<file path="config.mk">
export PLATFORM = sky130hd
export DESIGN_NAME = amr_ctrl
export DESIGN_NICKNAME = d
export VERILOG_FILES = /design/src/inc/amr_pkg.sv /design/src/amr_ctrl.sv
export SDC_FILE = /design/constraint.sdc
export NUM_CORES = 1
export LEC_CHECK = 0
export ABC_CLOCK_PERIOD_IN_PS = 2400
export BUFFER_PORTS_ARGS = -buffer_cell sky130_fd_sc_hd__buf_2
export CELL_PAD_IN_SITES_DETAIL_PLACEMENT = 1
export CELL_PAD_IN_SITES_GLOBAL_PLACEMENT = 2
export CORE_ASPECT_RATIO = 0.8
export CORE_UTILIZATION = 30
export DETAILED_ROUTE_END_ITERATION = 12
export HOLD_SLACK_MARGIN = 0.03
export PLACE_DENSITY_LB_ADDON = 0.2
export SYNTH_ARGS = -nofsm -noshare
export SYNTH_HDL_FRONTEND = slang
export SYNTH_SLANG_ARGS = --single-unit
</file>
<file path="constraint.sdc">
create_clock -name pclk -period 2.4 [get_ports pclk]
set_clock_uncertainty 0.15 [all_clocks]
set_input_delay 0.36 -clock pclk [delete_from_list [all_inputs] [get_ports pclk]]
set_output_delay 0.36 -clock pclk [all_outputs]
set_load 0.01 [all_outputs]
</file>
<file path="src/inc/amr_pkg.sv">
// Package: register map, field layout and codes of the converter result control block
package amr_pkg;
  // Register byte offsets on APB
  localparam logic [7:0] OFF_SELECT = 8'h00; // Input select register
  localparam logic [7:0] OFF_RES_LO = 8'h04; // Result low byte
  localparam logic [7:0] OFF_RES_HI = 8'h08; // Result high byte
  localparam logic [7:0] OFF_STATUS = 8'h0C; // Sticky event status, write one to clear
  localparam logic [7:0] OFF_MASK = 8'h10; // Interrupt mask
  localparam logic [7:0] OFF_ROUTE = 8'h14; // Active routing, read only
  // Reset values
  localparam logic [7:0] SELECT_RST = 8'h00;
  localparam logic [1:0] MASK_RST = 2'h0;
  // Field positions of the select register
  localparam int REF_MSB = 7;
  localparam int REF_LSB = 6;
  localparam int ALIGN_BIT = 5;
  localparam int CHAN_MSB = 4;
  // Status bit positions
  localparam int ST_DONE = 0; // Conversion done flag
  localparam int ST_LOST = 1; // Result dropped while pair locked
  // Reference sources
  typedef enum logic [1:0] {
    AMR_REF_EXT = 2'b00,
    AMR_REF_SUPPLY = 2'b01,
    AMR_REF_RSVD = 2'b10,
    AMR_REF_INT = 2'b11
  } amr_ref_t;
  // Gain codes on the route output
  typedef enum logic [1:0] {
    AMR_GAIN_1 = 2'b00,
    AMR_GAIN_10 = 2'b01,
    AMR_GAIN_200 = 2'b10
  } amr_gain_t;
  // Mux codes for the special single-ended sources
  localparam logic [3:0] SRC_BANDGAP = 4'h8;
  localparam logic [3:0] SRC_GROUND = 4'h9;
  // Extreme codes of the two result formats
  localparam logic [9:0] SE_MAX = 10'h3FF;
  localparam logic [9:0] DIFF_MAX = 10'h1FF;
  localparam logic [9:0] DIFF_MIN = 10'h200;
endpackage : amr_pkg

</file>
<file path="src/amr_ctrl.sv">
// Converter input-select, routing and result formatting with APB registers
//
// Contract
// - Single-ended result is unsigned ten-bit code
// - Differential result is ten-bit two's complement
// - Top result bit gives differential polarity
// - Done flag rises with result bytes loaded
// - Select register eight bits, zero after reset
// - Reference field picks external, supply, internal
// - Reference and channel change at completion or while idle
// - Align bit re-presents result bytes immediately
// - Codes 0-7 route single-ended inputs 0-7
// - Codes 8-15 route gain pairs on 0,2
// - Codes 16-31 unity pairs, bandgap, ground
// - Codes 8 and 10 short input 0
// - Right or left byte placement of result
// - Low byte read locks result until high
module amr_ctrl (
  input wire logic pclk,
  input wire logic presetn,
  input wire logic psel,
  input wire logic penable,
  input wire logic pwrite,
  input wire logic [7:0] paddr,
  input wire logic [31:0] pwdata,
  output logic [31:0] prdata,
  output logic pready,
  output logic pslverr,
  input wire logic conv_busy, // Converter core is mid-conversion
  input wire logic conv_done, // One-cycle pulse, raw result valid
  input wire logic [9:0] conv_raw, // Raw code from the core
  output logic [1:0] ref_sel, // Active reference source
  output logic [3:0] pos_sel, // Positive input / source
  output logic [2:0] neg_sel, // Negative input
  output logic diff_mode, // Active selection is differential
  output logic [1:0] gain_sel, // Active gain code
  output logic irq // Level interrupt
);

  //////////////////////////////////////////////////////////////////////////////
  // Registers
  logic [7:0] select_r; // Stored select, software view
  logic [6:0] active_r; // Reference and channel in use
  logic [9:0] result_r; // Latched result
  logic lock_r; // Low byte read, high pending
  logic [1:0] status_r; // Sticky events
  logic [1:0] mask_r; // Interrupt mask
  logic diff_r; // Result came from differential selection

  //////////////////////////////////////////////////////////////////////////////
  // Bus decode
  wire access = psel && penable;
  wire wr = access && pwrite;
  wire rd = access && !pwrite;
  wire hit_sel = paddr == amr_pkg::OFF_SELECT;
  wire hit_lo = paddr == amr_pkg::OFF_RES_LO;
  wire hit_hi = paddr == amr_pkg::OFF_RES_HI;
  wire hit_st = paddr == amr_pkg::OFF_STATUS;
  wire hit_msk = paddr == amr_pkg::OFF_MASK;
  wire hit_rt = paddr == amr_pkg::OFF_ROUTE;
  wire mapped = hit_sel | hit_lo | hit_hi | hit_st | hit_msk | hit_rt;

  //////////////////////////////////////////////////////////////////////////////
  // Routing decode of a five-bit channel code
  function automatic logic [10:0] route(input logic [4:0] c);
    // {diff, gain[1:0], pos[3:0], neg[2:0], spare}
    logic [10:0] r;
    r = 11'h000;
    unique case (c[4:3])
      2'b00: r = {1'b0, amr_pkg::AMR_GAIN_1, 1'b0, c[2:0], 3'h0, 1'b0};
      2'b01: begin
        // Pairs against input 0 or 2; codes 8 and 10 short input 0
        r[10] = 1'b1;
        r[9:8] = c[1] ? amr_pkg::AMR_GAIN_200 : amr_pkg::AMR_GAIN_10;
        // Positive input counts from 0 or from 2, never from 4
        r[7:4] = {2'b00, c[2], c[0]};
        r[3:1] = {1'b0, c[2], 1'b0};
      end
      2'b10: r = {1'b1, amr_pkg::AMR_GAIN_1, 1'b0, c[2:0], 3'h1, 1'b0};
      2'b11: begin
        if (c[2:1] == 2'b11) begin
          // Bandgap or ground, single-ended
          r[7:4] = c[0] ? amr_pkg::SRC_GROUND : amr_pkg::SRC_BANDGAP;
        end else begin
          r = {1'b1, amr_pkg::AMR_GAIN_1, 1'b0, c[2:0], 3'h2, 1'b0};
        end
      end
    endcase
    return r;
  endfunction : route

  wire [10:0] act_route = route(active_r[4:0]);

  //////////////////////////////////////////////////////////////////////////////
  // Result presentation, steered by the live align bit
  wire align_left = select_r[amr_pkg::ALIGN_BIT];
  wire [7:0] res_lo = align_left ? {result_r[1:0], 6'h00} : result_r[7:0];
  wire [7:0] res_hi = align_left ? result_r[9:2] : {6'h00, result_r[9:8]};
  // Completion loads the result unless a pair read is open
  wire load_res = conv_done && !lock_r;
  // A write to the select register mid-conversion, outside the completion cycle, only changes the stored copy
  wire take_active = conv_done || !conv_busy;

  //////////////////////////////////////////////////////////////////////////////
  // Read mux
  logic [31:0] rd_mux;
  always_comb begin
    rd_mux = 32'h0000_0000;
    if (hit_sel) rd_mux[7:0] = select_r;
    if (hit_lo) rd_mux[7:0] = res_lo;
    if (hit_hi) rd_mux[7:0] = res_hi;
    if (hit_st) rd_mux[1:0] = status_r;
    if (hit_msk) rd_mux[1:0] = mask_r;
    if (hit_rt) rd_mux[10:0] = act_route;
    // Format of the latched result, so software knows whether it is signed
    if (hit_rt) rd_mux[11] = diff_r;
  end

  //////////////////////////////////////////////////////////////////////////////
  // APB answer: zero wait, one cycle ready in access phase
  always_ff @(posedge pclk or negedge presetn) begin
    if (!presetn) begin
      prdata <= 32'h0000_0000;
      pready <= 1'b0;
      pslverr <= 1'b0;
    end else begin
      pready <= psel && !penable;
      pslverr <= psel && !penable && !mapped;
      prdata <= (psel && !penable && !pwrite) ? rd_mux : prdata;
    end
  end
  // Decode of the access phase uses pready so each access acts once
  wire wr_go = wr && pready && mapped;
  wire rd_go = rd && pready;

  //////////////////////////////////////////////////////////////////////////////
  // Select register, stored at once
  always_ff @(posedge pclk or negedge presetn) begin
    if (!presetn) select_r <= amr_pkg::SELECT_RST;
    else if (wr_go && hit_sel) select_r <= pwdata[7:0];
  end

  // Active copy loaded at completion or while idle
  wire [6:0] sel_pend = (wr_go && hit_sel) ? {pwdata[7:6], pwdata[4:0]}
                                           : {select_r[7:6], select_r[4:0]};
  always_ff @(posedge pclk or negedge presetn) begin
    if (!presetn) active_r <= 7'h00;
    else if (take_active) active_r <= sel_pend;
  end

  //////////////////////////////////////////////////////////////////////////////
  // Result latch; raw code is already in the right format for the mode
  always_ff @(posedge pclk or negedge presetn) begin
    if (!presetn) begin
      result_r <= 10'h000;
      diff_r <= 1'b0;
    end else if (load_res) begin
      result_r <= conv_raw;
      diff_r <= act_route[10];
    end
  end

  // Pair lock: set on low read, released on high read
  always_ff @(posedge pclk or negedge presetn) begin
    if (!presetn) lock_r <= 1'b0;
    else if (rd_go && hit_hi) lock_r <= 1'b0;
    else if (rd_go && hit_lo) lock_r <= 1'b1;
  end

  //////////////////////////////////////////////////////////////////////////////
  // Sticky status, set wins over write-one clear
  wire [1:0] st_set = {conv_done && lock_r, load_res};
  wire [1:0] st_clr = (wr_go && hit_st) ? pwdata[1:0] : 2'b00;
  always_ff @(posedge pclk or negedge presetn) begin
    if (!presetn) status_r <= 2'b00;
    else status_r <= (status_r & ~st_clr) | st_set;
  end
  always_ff @(posedge pclk or negedge presetn) begin
    if (!presetn) mask_r <= amr_pkg::MASK_RST;
    else if (wr_go && hit_msk) mask_r <= pwdata[1:0];
  end

  //////////////////////////////////////////////////////////////////////////////
  // Registered outputs to the analog front end
  always_ff @(posedge pclk or negedge presetn) begin
    if (!presetn) begin
      ref_sel <= 2'b00;
      pos_sel <= 4'h0;
      neg_sel <= 3'h0;
      diff_mode <= 1'b0;
      gain_sel <= 2'b00;
      irq <= 1'b0;
    end else begin
      ref_sel <= active_r[6:5];
      pos_sel <= act_route[7:4];
      neg_sel <= act_route[3:1];
      diff_mode <= act_route[10];
      gain_sel <= act_route[9:8];
      irq <= |(status_r & mask_r);
    end
  end

  //////////////////////////////////////////////////////////////////////////////
  // Assertions
  property p_done_load;
    @(posedge pclk) disable iff (!presetn)
      (conv_done && !lock_r) |=> (result_r == $past(conv_raw)) && status_r[amr_pkg::ST_DONE];
  endproperty
  a_done_load: assert property (p_done_load) else $error("result not loaded at done");

  property p_lock_hold;
    @(posedge pclk) disable iff (!presetn)
      lock_r |=> (result_r == $past(result_r));
  endproperty
  a_lock_hold: assert property (p_lock_hold) else $error("result changed while locked");

  property p_busy_hold;
    @(posedge pclk) disable iff (!presetn)
      (conv_busy && !conv_done) |=> $stable(active_r);
  endproperty
  a_busy_hold: assert property (p_busy_hold) else $error("selection changed mid-conversion");

  property p_reset_sel;
    @(posedge pclk) $rose(presetn) |-> select_r == amr_pkg::SELECT_RST;
  endproperty
  a_reset_sel: assert property (p_reset_sel) else $error("select not zero after reset");

  property p_left;
    @(posedge pclk) disable iff (!presetn)
      align_left |-> res_hi == result_r[9:2] && res_lo == {result_r[1:0], 6'h00};
  endproperty
  a_left: assert property (p_left) else $error("left alignment wrong");

  property p_right;
    @(posedge pclk) disable iff (!presetn)
      !align_left |-> res_hi[7:2] == 6'h00 && {res_hi[1:0], res_lo} == result_r;
  endproperty
  a_right: assert property (p_right) else $error("right alignment wrong");

  property p_ref_out;
    @(posedge pclk) disable iff (!presetn) ##1 ref_sel == $past(active_r[6:5]);
  endproperty
  a_ref_out: assert property (p_ref_out) else $error("reference output wrong");

  property p_short;
    @(posedge pclk) disable iff (!presetn)
      (active_r[4:0] == 5'h08 || active_r[4:0] == 5'h0A) |=> diff_mode && pos_sel == 4'h0
        && neg_sel == 3'h0;
  endproperty
  a_short: assert property (p_short) else $error("offset calibration pair wrong");

  property p_single;
    @(posedge pclk) disable iff (!presetn)
      (active_r[4:3] == 2'b00) |=> !diff_mode && pos_sel == {1'b0, $past(active_r[2:0])};
  endproperty
  a_single: assert property (p_single) else $error("single-ended route wrong");

  property p_irq;
    @(posedge pclk) disable iff (!presetn) ##1 irq == $past(|(status_r & mask_r));
  endproperty
  a_irq: assert property (p_irq) else $error("interrupt level wrong");

  property p_lock_set;
    @(posedge pclk) disable iff (!presetn)
      (rd_go && hit_lo) |=> lock_r;
  endproperty
  a_lock_set: assert property (p_lock_set) else $error("low read did not lock");

  property p_lost;
    @(posedge pclk) disable iff (!presetn)
      (conv_done && lock_r) |=> status_r[amr_pkg::ST_LOST] && $stable(result_r);
  endproperty
  a_lost: assert property (p_lost) else $error("locked result overwritten");

  property p_gain_pair;
    @(posedge pclk) disable iff (!presetn)
      (active_r[4:3] == 2'b01) |=> diff_mode
        && pos_sel == {2'b00, $past(active_r[2]), $past(active_r[0])}
        && neg_sel == {1'b0, $past(active_r[2]), 1'b0}
        && gain_sel == ($past(active_r[1]) ? amr_pkg::AMR_GAIN_200 : amr_pkg::AMR_GAIN_10);
  endproperty
  a_gain_pair: assert property (p_gain_pair) else $error("gain pair route wrong");

  property p_unity;
    @(posedge pclk) disable iff (!presetn)
      (active_r[4:3] == 2'b10) |=> diff_mode && gain_sel == amr_pkg::AMR_GAIN_1
        && neg_sel == 3'h1 && pos_sel == {1'b0, $past(active_r[2:0])};
  endproperty
  a_unity: assert property (p_unity) else $error("unity pair route wrong");

  property p_special;
    @(posedge pclk) disable iff (!presetn)
      (active_r[4:1] == 4'hF) |=> !diff_mode
        && pos_sel == ($past(active_r[0]) ? amr_pkg::SRC_GROUND : amr_pkg::SRC_BANDGAP);
  endproperty
  a_special: assert property (p_special) else $error("bandgap or ground route wrong");

  property p_sel_store;
    @(posedge pclk) disable iff (!presetn)
      (wr_go && hit_sel) |=> select_r == $past(pwdata[7:0]);
  endproperty
  a_sel_store: assert property (p_sel_store) else $error("select write not stored");

  property p_take_idle;
    @(posedge pclk) disable iff (!presetn)
      (!conv_busy || conv_done) |=> active_r == $past(sel_pend);
  endproperty
  a_take_idle: assert property (p_take_idle) else $error("active copy not loaded");

endmodule : amr_ctrl

</file>
== Word level (Yosys, flattened, before mapping) ==
Cells that the tools add are included.

* Output and inout port bits: 47
* Register bits: 58
* Input port bits: 57

* Mux-type cells: 20
* Bitwise gates (word level): 9
* Eq/ne operators: 9
* Reduce and logical (&&, ||, !) cells: 26

{| class="wikitable"
|+ Operators by type and width
! operator !! number
|-
| 2-to-1 mux 8 bit || 5
|-
| one-hot mux 10 bit (4 select lines) || 1
|-
| equality test 8 x 4 -> 1 bit, second input constant || 2
|-
| equality test 8 x 5 -> 1 bit, second input constant || 2
|-
| logical AND 1 bit || 16
|-
| 2-to-1 mux 11 bit || 1
|-
| equality test 8 x 3 -> 1 bit, second input constant || 1
|-
| zero test 8 bit || 1
|-
| 2-to-1 mux 2 bit || 4
|-
| 2-to-1 mux 7 bit || 1
|-
| equality test 2 bit, second input constant || 3
|-
| 2-to-1 mux 3 bit || 2
|-
| zero test 1 bit || 5
|-
| 2-to-1 mux 1 bit || 5
|-
| bitwise OR 1 bit || 5
|-
| bitwise AND 2 bit || 2
|-
| 2-to-1 mux 4 bit || 1
|-
| equality test 2 x 1 -> 1 bit, second input constant || 1
|-
| zero test 2 bit || 1
|-
| NOT 2 bit || 1
|-
| bitwise OR 2 bit || 1
|-
| nonzero test 2 bit || 1
|-
| OR reduction 2 bit || 1
|-
| logical OR 1 bit || 1
|}

== Depth between registers and ports, before layout ==
* Word-level depth: 12
* Mapped depth: 6
* Gate-level depth less buffers: 5

== Worst setup path after synthesis ==
No wires, ideal clock.

* Path kind: input -> register
* From: input port paddr[1]
* To: register active_r[4]
* Data arrival time: 1.968 ns
* Slack: 0.157 ns
* Path buffers: 1
* Data required time: 2.125 ns
* Library setup time: 0.125 ns
* Cell stages on the path: 5
* Path through: or3_1 -> or4b_1 -> buf_6 -> mux2_4 -> mux2_4

* Word-level cells in the longest chain between the ends: 9
* Elaborated cells between the ends (all ways): 14

{| class="wikitable"
|+ RTL lines
! item !! RTL line !! text
|-
| start, declared || amr_ctrl.sv:24 || <nowiki>input wire logic [7:0] paddr,</nowiki>
|-
| equality test 8 x 3 -> 1 bit or zero test 8 bit (tied branches) || amr_ctrl.sv:56, amr_ctrl.sv:55 ||
|-
| bitwise OR 1 bit (5 in a row) || amr_ctrl.sv:61 || <nowiki>wire mapped = hit_sel | hit_lo | hit_hi | hit_st | hit_msk | hit_rt;</nowiki>
|-
| logical AND 1 bit || amr_ctrl.sv:133 || <nowiki>wire wr_go = wr && pready && mapped;</nowiki>
|-
| logical AND 1 bit (*) || amr_ctrl.sv:144 || <nowiki>wire [6:0] sel_pend = (wr_go && hit_sel) ? {pwdata[7:6], pwdata[4:0]}</nowiki>
|-
| 2-to-1 mux 7 bit (*) || amr_ctrl.sv:144 ||
|-
| end signal, assigned || amr_ctrl.sv:148 || <nowiki>else if (take_active) active_r <= sel_pend;</nowiki>
|-
| end, declared || amr_ctrl.sv:43 || <nowiki>logic [6:0] active_r;</nowiki>
|}

Mark *: on every way between the ends. The rest lies on a longest branch, timed or not.
A chain may end at the register's enable or synchronous reset.

== Worst setup path after layout ==
* From: input port paddr[7]
* To: register active_r[0]

* Word-level cells in the longest chain between the ends: 9
* Elaborated cells between the ends (all ways): 14

{| class="wikitable"
|+ RTL lines
! item !! RTL line
|-
| equality test 8 x 3 -> 1 bit or zero test 8 bit (tied branches) || amr_ctrl.sv:56, amr_ctrl.sv:55
|-
| bitwise OR 1 bit (5 in a row) || amr_ctrl.sv:61
|-
| logical AND 1 bit || amr_ctrl.sv:133
|-
| logical AND 1 bit (*) || amr_ctrl.sv:144
|-
| 2-to-1 mux 7 bit (*) || amr_ctrl.sv:144
|-
| net sel_pend[0] || amr_ctrl.sv:144
|}

Mark *: on every way through the listed nets, which the timed path passes. The rest lies on a longest branch.

==> results.py <==
metrics = {
    "routing": {
        "wl_per_cell_um": 16.5,
        "via_per_inst": 4.71,
        "drt_wl_total_um": 6990,
        "drtPass1Iterations": 4,
        "drcViolationCount": 0,
        "drtAntennaViolNets": 0,
        "drt_iter0_drc": 49,
        "vias": 1995,
    },
    "hold_path": {
        "hp-class": "primary input to flop",
    },
    "floorplanning": {
        "die_h_um": 87.4,
        "core_area_um2": 8670,
        "initial_core_util_pct": 31.6,
        "die_x_um": 109,
        "rows": 30,
        "ios": 104,
        "dieArea_um2": 9510,
    },
    "critical_path": {
        "cp-end-kind": "flop",
        "crit_top_cell": "mux2_4",
        "cp_data_required_time_ns": 2.46,
        "rrSetupSlack_ns": 0.34,
        "worstPathArrival_ns": 2.15,
        "critPathMaxStageDelay_ns": 0.51,
        "crit_chain": "buf_2 -> or3_4 -> or4b_1 -> buf_4 -> mux2_4 -> mux2_4",
        "crit_slowest_cell": "or4b_1",
        "start_kind": "primary input",
        "critPathTopFamily": "simple AND/OR/NAND/NOR gates",
        "critPathMaxFanout": 8,
        "crit_buf_inv": 2,
        "crit_type": "primary input to flop",
    },
    "synthesis": {
        "yosysWarnings": 0,
        "ys_seq_area_share_pct": 52.1,
        "yosysTopAreaCell": "dfrtp_1",
        "synth_top_area_share_pct": 52.1,
        "synthFlopType": "dfrtp_1",
        "synth-edff-count": 0,
        "synth_area_per_cell_um2": 11.5,
        "synth_cell_types": 40,
        "async_reset_ff_share_pct": 100,
        "syn-cell-area_um2": 2740,
        "synth.area.top_cells": "dfrtp_1 (52%), mux2_4 (7.7%), mux2_2 (6.6%)",
        "synthTopCellsByCount": "dfrtp_1 (57), buf_4 (21), mux2_2 (16)",
        "yosysMostFrequentCell": "dfrtp_1",
        "ys_ff_latch": 57,
        "postSynthCellCount": 239,
    },
    "placed_design": {
        "pre_cts_ws_ns": -0.0245,
        "port_buffers": 58,
        "place_congestion": 0.710,
        "dpl_cell_area_um2": 3120,
        "place_hpwl_um": 5160,
    },
    "finish": {
        "area_growth_pct": 26.6,
        "finalNetCount": 364,
        "diodes": 0,
        "fillers": 972,
        "drive_gt1_share_pct": 37.5,
        "final_area_um2": 3460,
    },
    "sta": {
        "rsz0062_at_grt": "false",
        "fmax_mhz": 479,
        "setup_viol": 0,
        "min_period_ns": 2.09,
        "fin_tns_setup_ns": 0,
        "whs_ns": 0.117,
        "slew_headroom_pct": 57.2,
        "hold_viol_final": 0,
        "fin_ws_ns": 0.312,
        "finalCritPeriodShare_pct": 87.0,
        "worstMarginPinSlew_ns": 0.641,
        "maxSlewViolCount": 0,
    },
    "clock_network": {
        "cts_buffers": 9,
        "cts_sinks": 57,
        "clock_latency_ns": 0.32,
        "clk_pin_slew_worst_paths_ns": 0.05,
        "cts-resized-gates": 0,
        "cts_htree_levels": 3,
        "cts_tree": "done",
        "clock-root-buffer": "clkbuf_16",
        "clock_path_buffers": 2,
    },
    "power_and_ir_drop": {
        "vdd_drop_max_v": 0.000317,
        "seqPwrFrac_pct": 39.1,
        "power_density_nw_per_um2": 754,
        "internal_power_mw": 2.04,
        "p_comb_share_pct": 7.7,
        "power.switching_uw": 570,
        "switching_share_pct": 21.8,
        "leakage_nw": 1.75,
        "p_clk_share_pct": 53.2,
    },
    "job": {
        "cap_violations": 0,
    },
    "global_routing": {
        "grt_pass1_vias": 2088,
        "grt.total_usage_pct": 16.4,
        "grt_overflow": 0,
        "grt_max_degree": 33,
        "antenna_found_initial": 0,
        "grt_pass1_wl_um": 11400,
    },
    "run_status": {
        "status": "finished, final reports clean",
    },
}
==> layout by cell type, fill, tap and decap left out, drive strengths merged, types with 3 or more instances in the layout <==
| cell | instances |
|---|---|
| nor2 | 13 |
| a31oi | 3 |
| nor2b | 6 |
| conb | 21 |
| o21ai | 8 |
| dfrtp | 57 |
| buf | 68 |
| nor3 | 5 |
| mux2 | 30 |
| a21oi | 12 |
| nand2 | 12 |
| inv | 5 |
| mux2i | 3 |
| nand2b | 10 |
| clkbuf | 11 |
| and2 | 4 |
| nand4 | 4 |
| nand3 | 9 |
==> sequential cells by signal, indices dropped and copies added, names as in the netlist, 2 cells and up <==
name      cells
ref_sel       2
gain_sel      2
prdata       12
select_r      8
pos_sel       4
mask_r        2
status_r      2
active_r      7
result_r     10
neg_sel       2
==> path summary, 6_finish.rpt <==
path / endpoint / depth (start not counted) / startpoint
min in group asynchronous: ref_sel[1]$_DFF_PN0_ / 2 / presetn
min reg2reg: ref_sel[0]$_DFF_PN0_ / 0 / active_r[5]$_DFFE_PN0P_
max: active_r[0]$_DFFE_PN0P_ / 6 / paddr[7]
max reg2reg: active_r[0]$_DFFE_PN0P_ / 5 / pready$_DFF_PN0_
max in group asynchronous: select_r[5]$_DFFE_PN0P_ / 3 / presetn
min: result_r[6]$_DFFE_PN0P_ / 2 / conv_raw[6]
==> timing repair <==
item	in CTS	in global routing
endpoints found under the setup margin	0	0
setup buffers	0	0
endpoints found under the hold margin	25	0
hold buffers	1	0
==> stage by stage <==
stage	util (%)	cells	total power, mW
floorplan	-	259	1.16
global placement	36.0	407	1.24
detailed placement	36.0	407	1.24
CTS	40.0	424	2.66
global route	40.0	424	2.73
finish	40.0	424	2.61
==> power groups by stage <==
stage	clock, mW	combinational, mW	sequential (mW)
5_1_grt	1.47	0.225	1.03
3_3_place_gp	0	0.199	1.04
3_5_place_dp	0	0.203	1.04
2_1_floorplan	0	0.121	1.04
4_1_cts	1.44	0.205	1.02
6_report	1.39	0.201	1.02
==> kinds of logic (layout without fill, tap and decap cells) <==
family                 count (synthesis)  count (layout)  share of synthesized area [%]
and+or+nand+nor                       73              73                           14.7
DFF                                   57              57                           52.1
AOI/OAI and AO/OA                     37              37                           8.68
buffers and inverters                 37              90                           8.23
muxes                                 34              34                           16.2
other                                  1              21                          0.137
==> area by class of cell <==
type | instances | area, um^2 | area share [%]
sequential | 57 | 1430 | 41.2
multi-input combinational | 165 | 1160 | 33.5
timing repair buffer | 69 | 388 | 11.2
clock buffer | 11 | 253 | 7.30
tap | 112 | 140 | 4.04
clock inverter | 5 | 77.6 | 2.24
inverter | 5 | 18.8 | 0.542
==> per-layer routing <==
metal | part of all wire (%) | vias up | global-route usage (%)
met3 | 4.3 | 11 | 4.56
li1 | - | 933 | -
met5 | 0 | - | 0
met4 | 1.3 | 0 | 5.28
met1 | 50 | 998 | 23.1
met2 | 44 | 53 | 24.2
(Power assumes the default switching activity.)
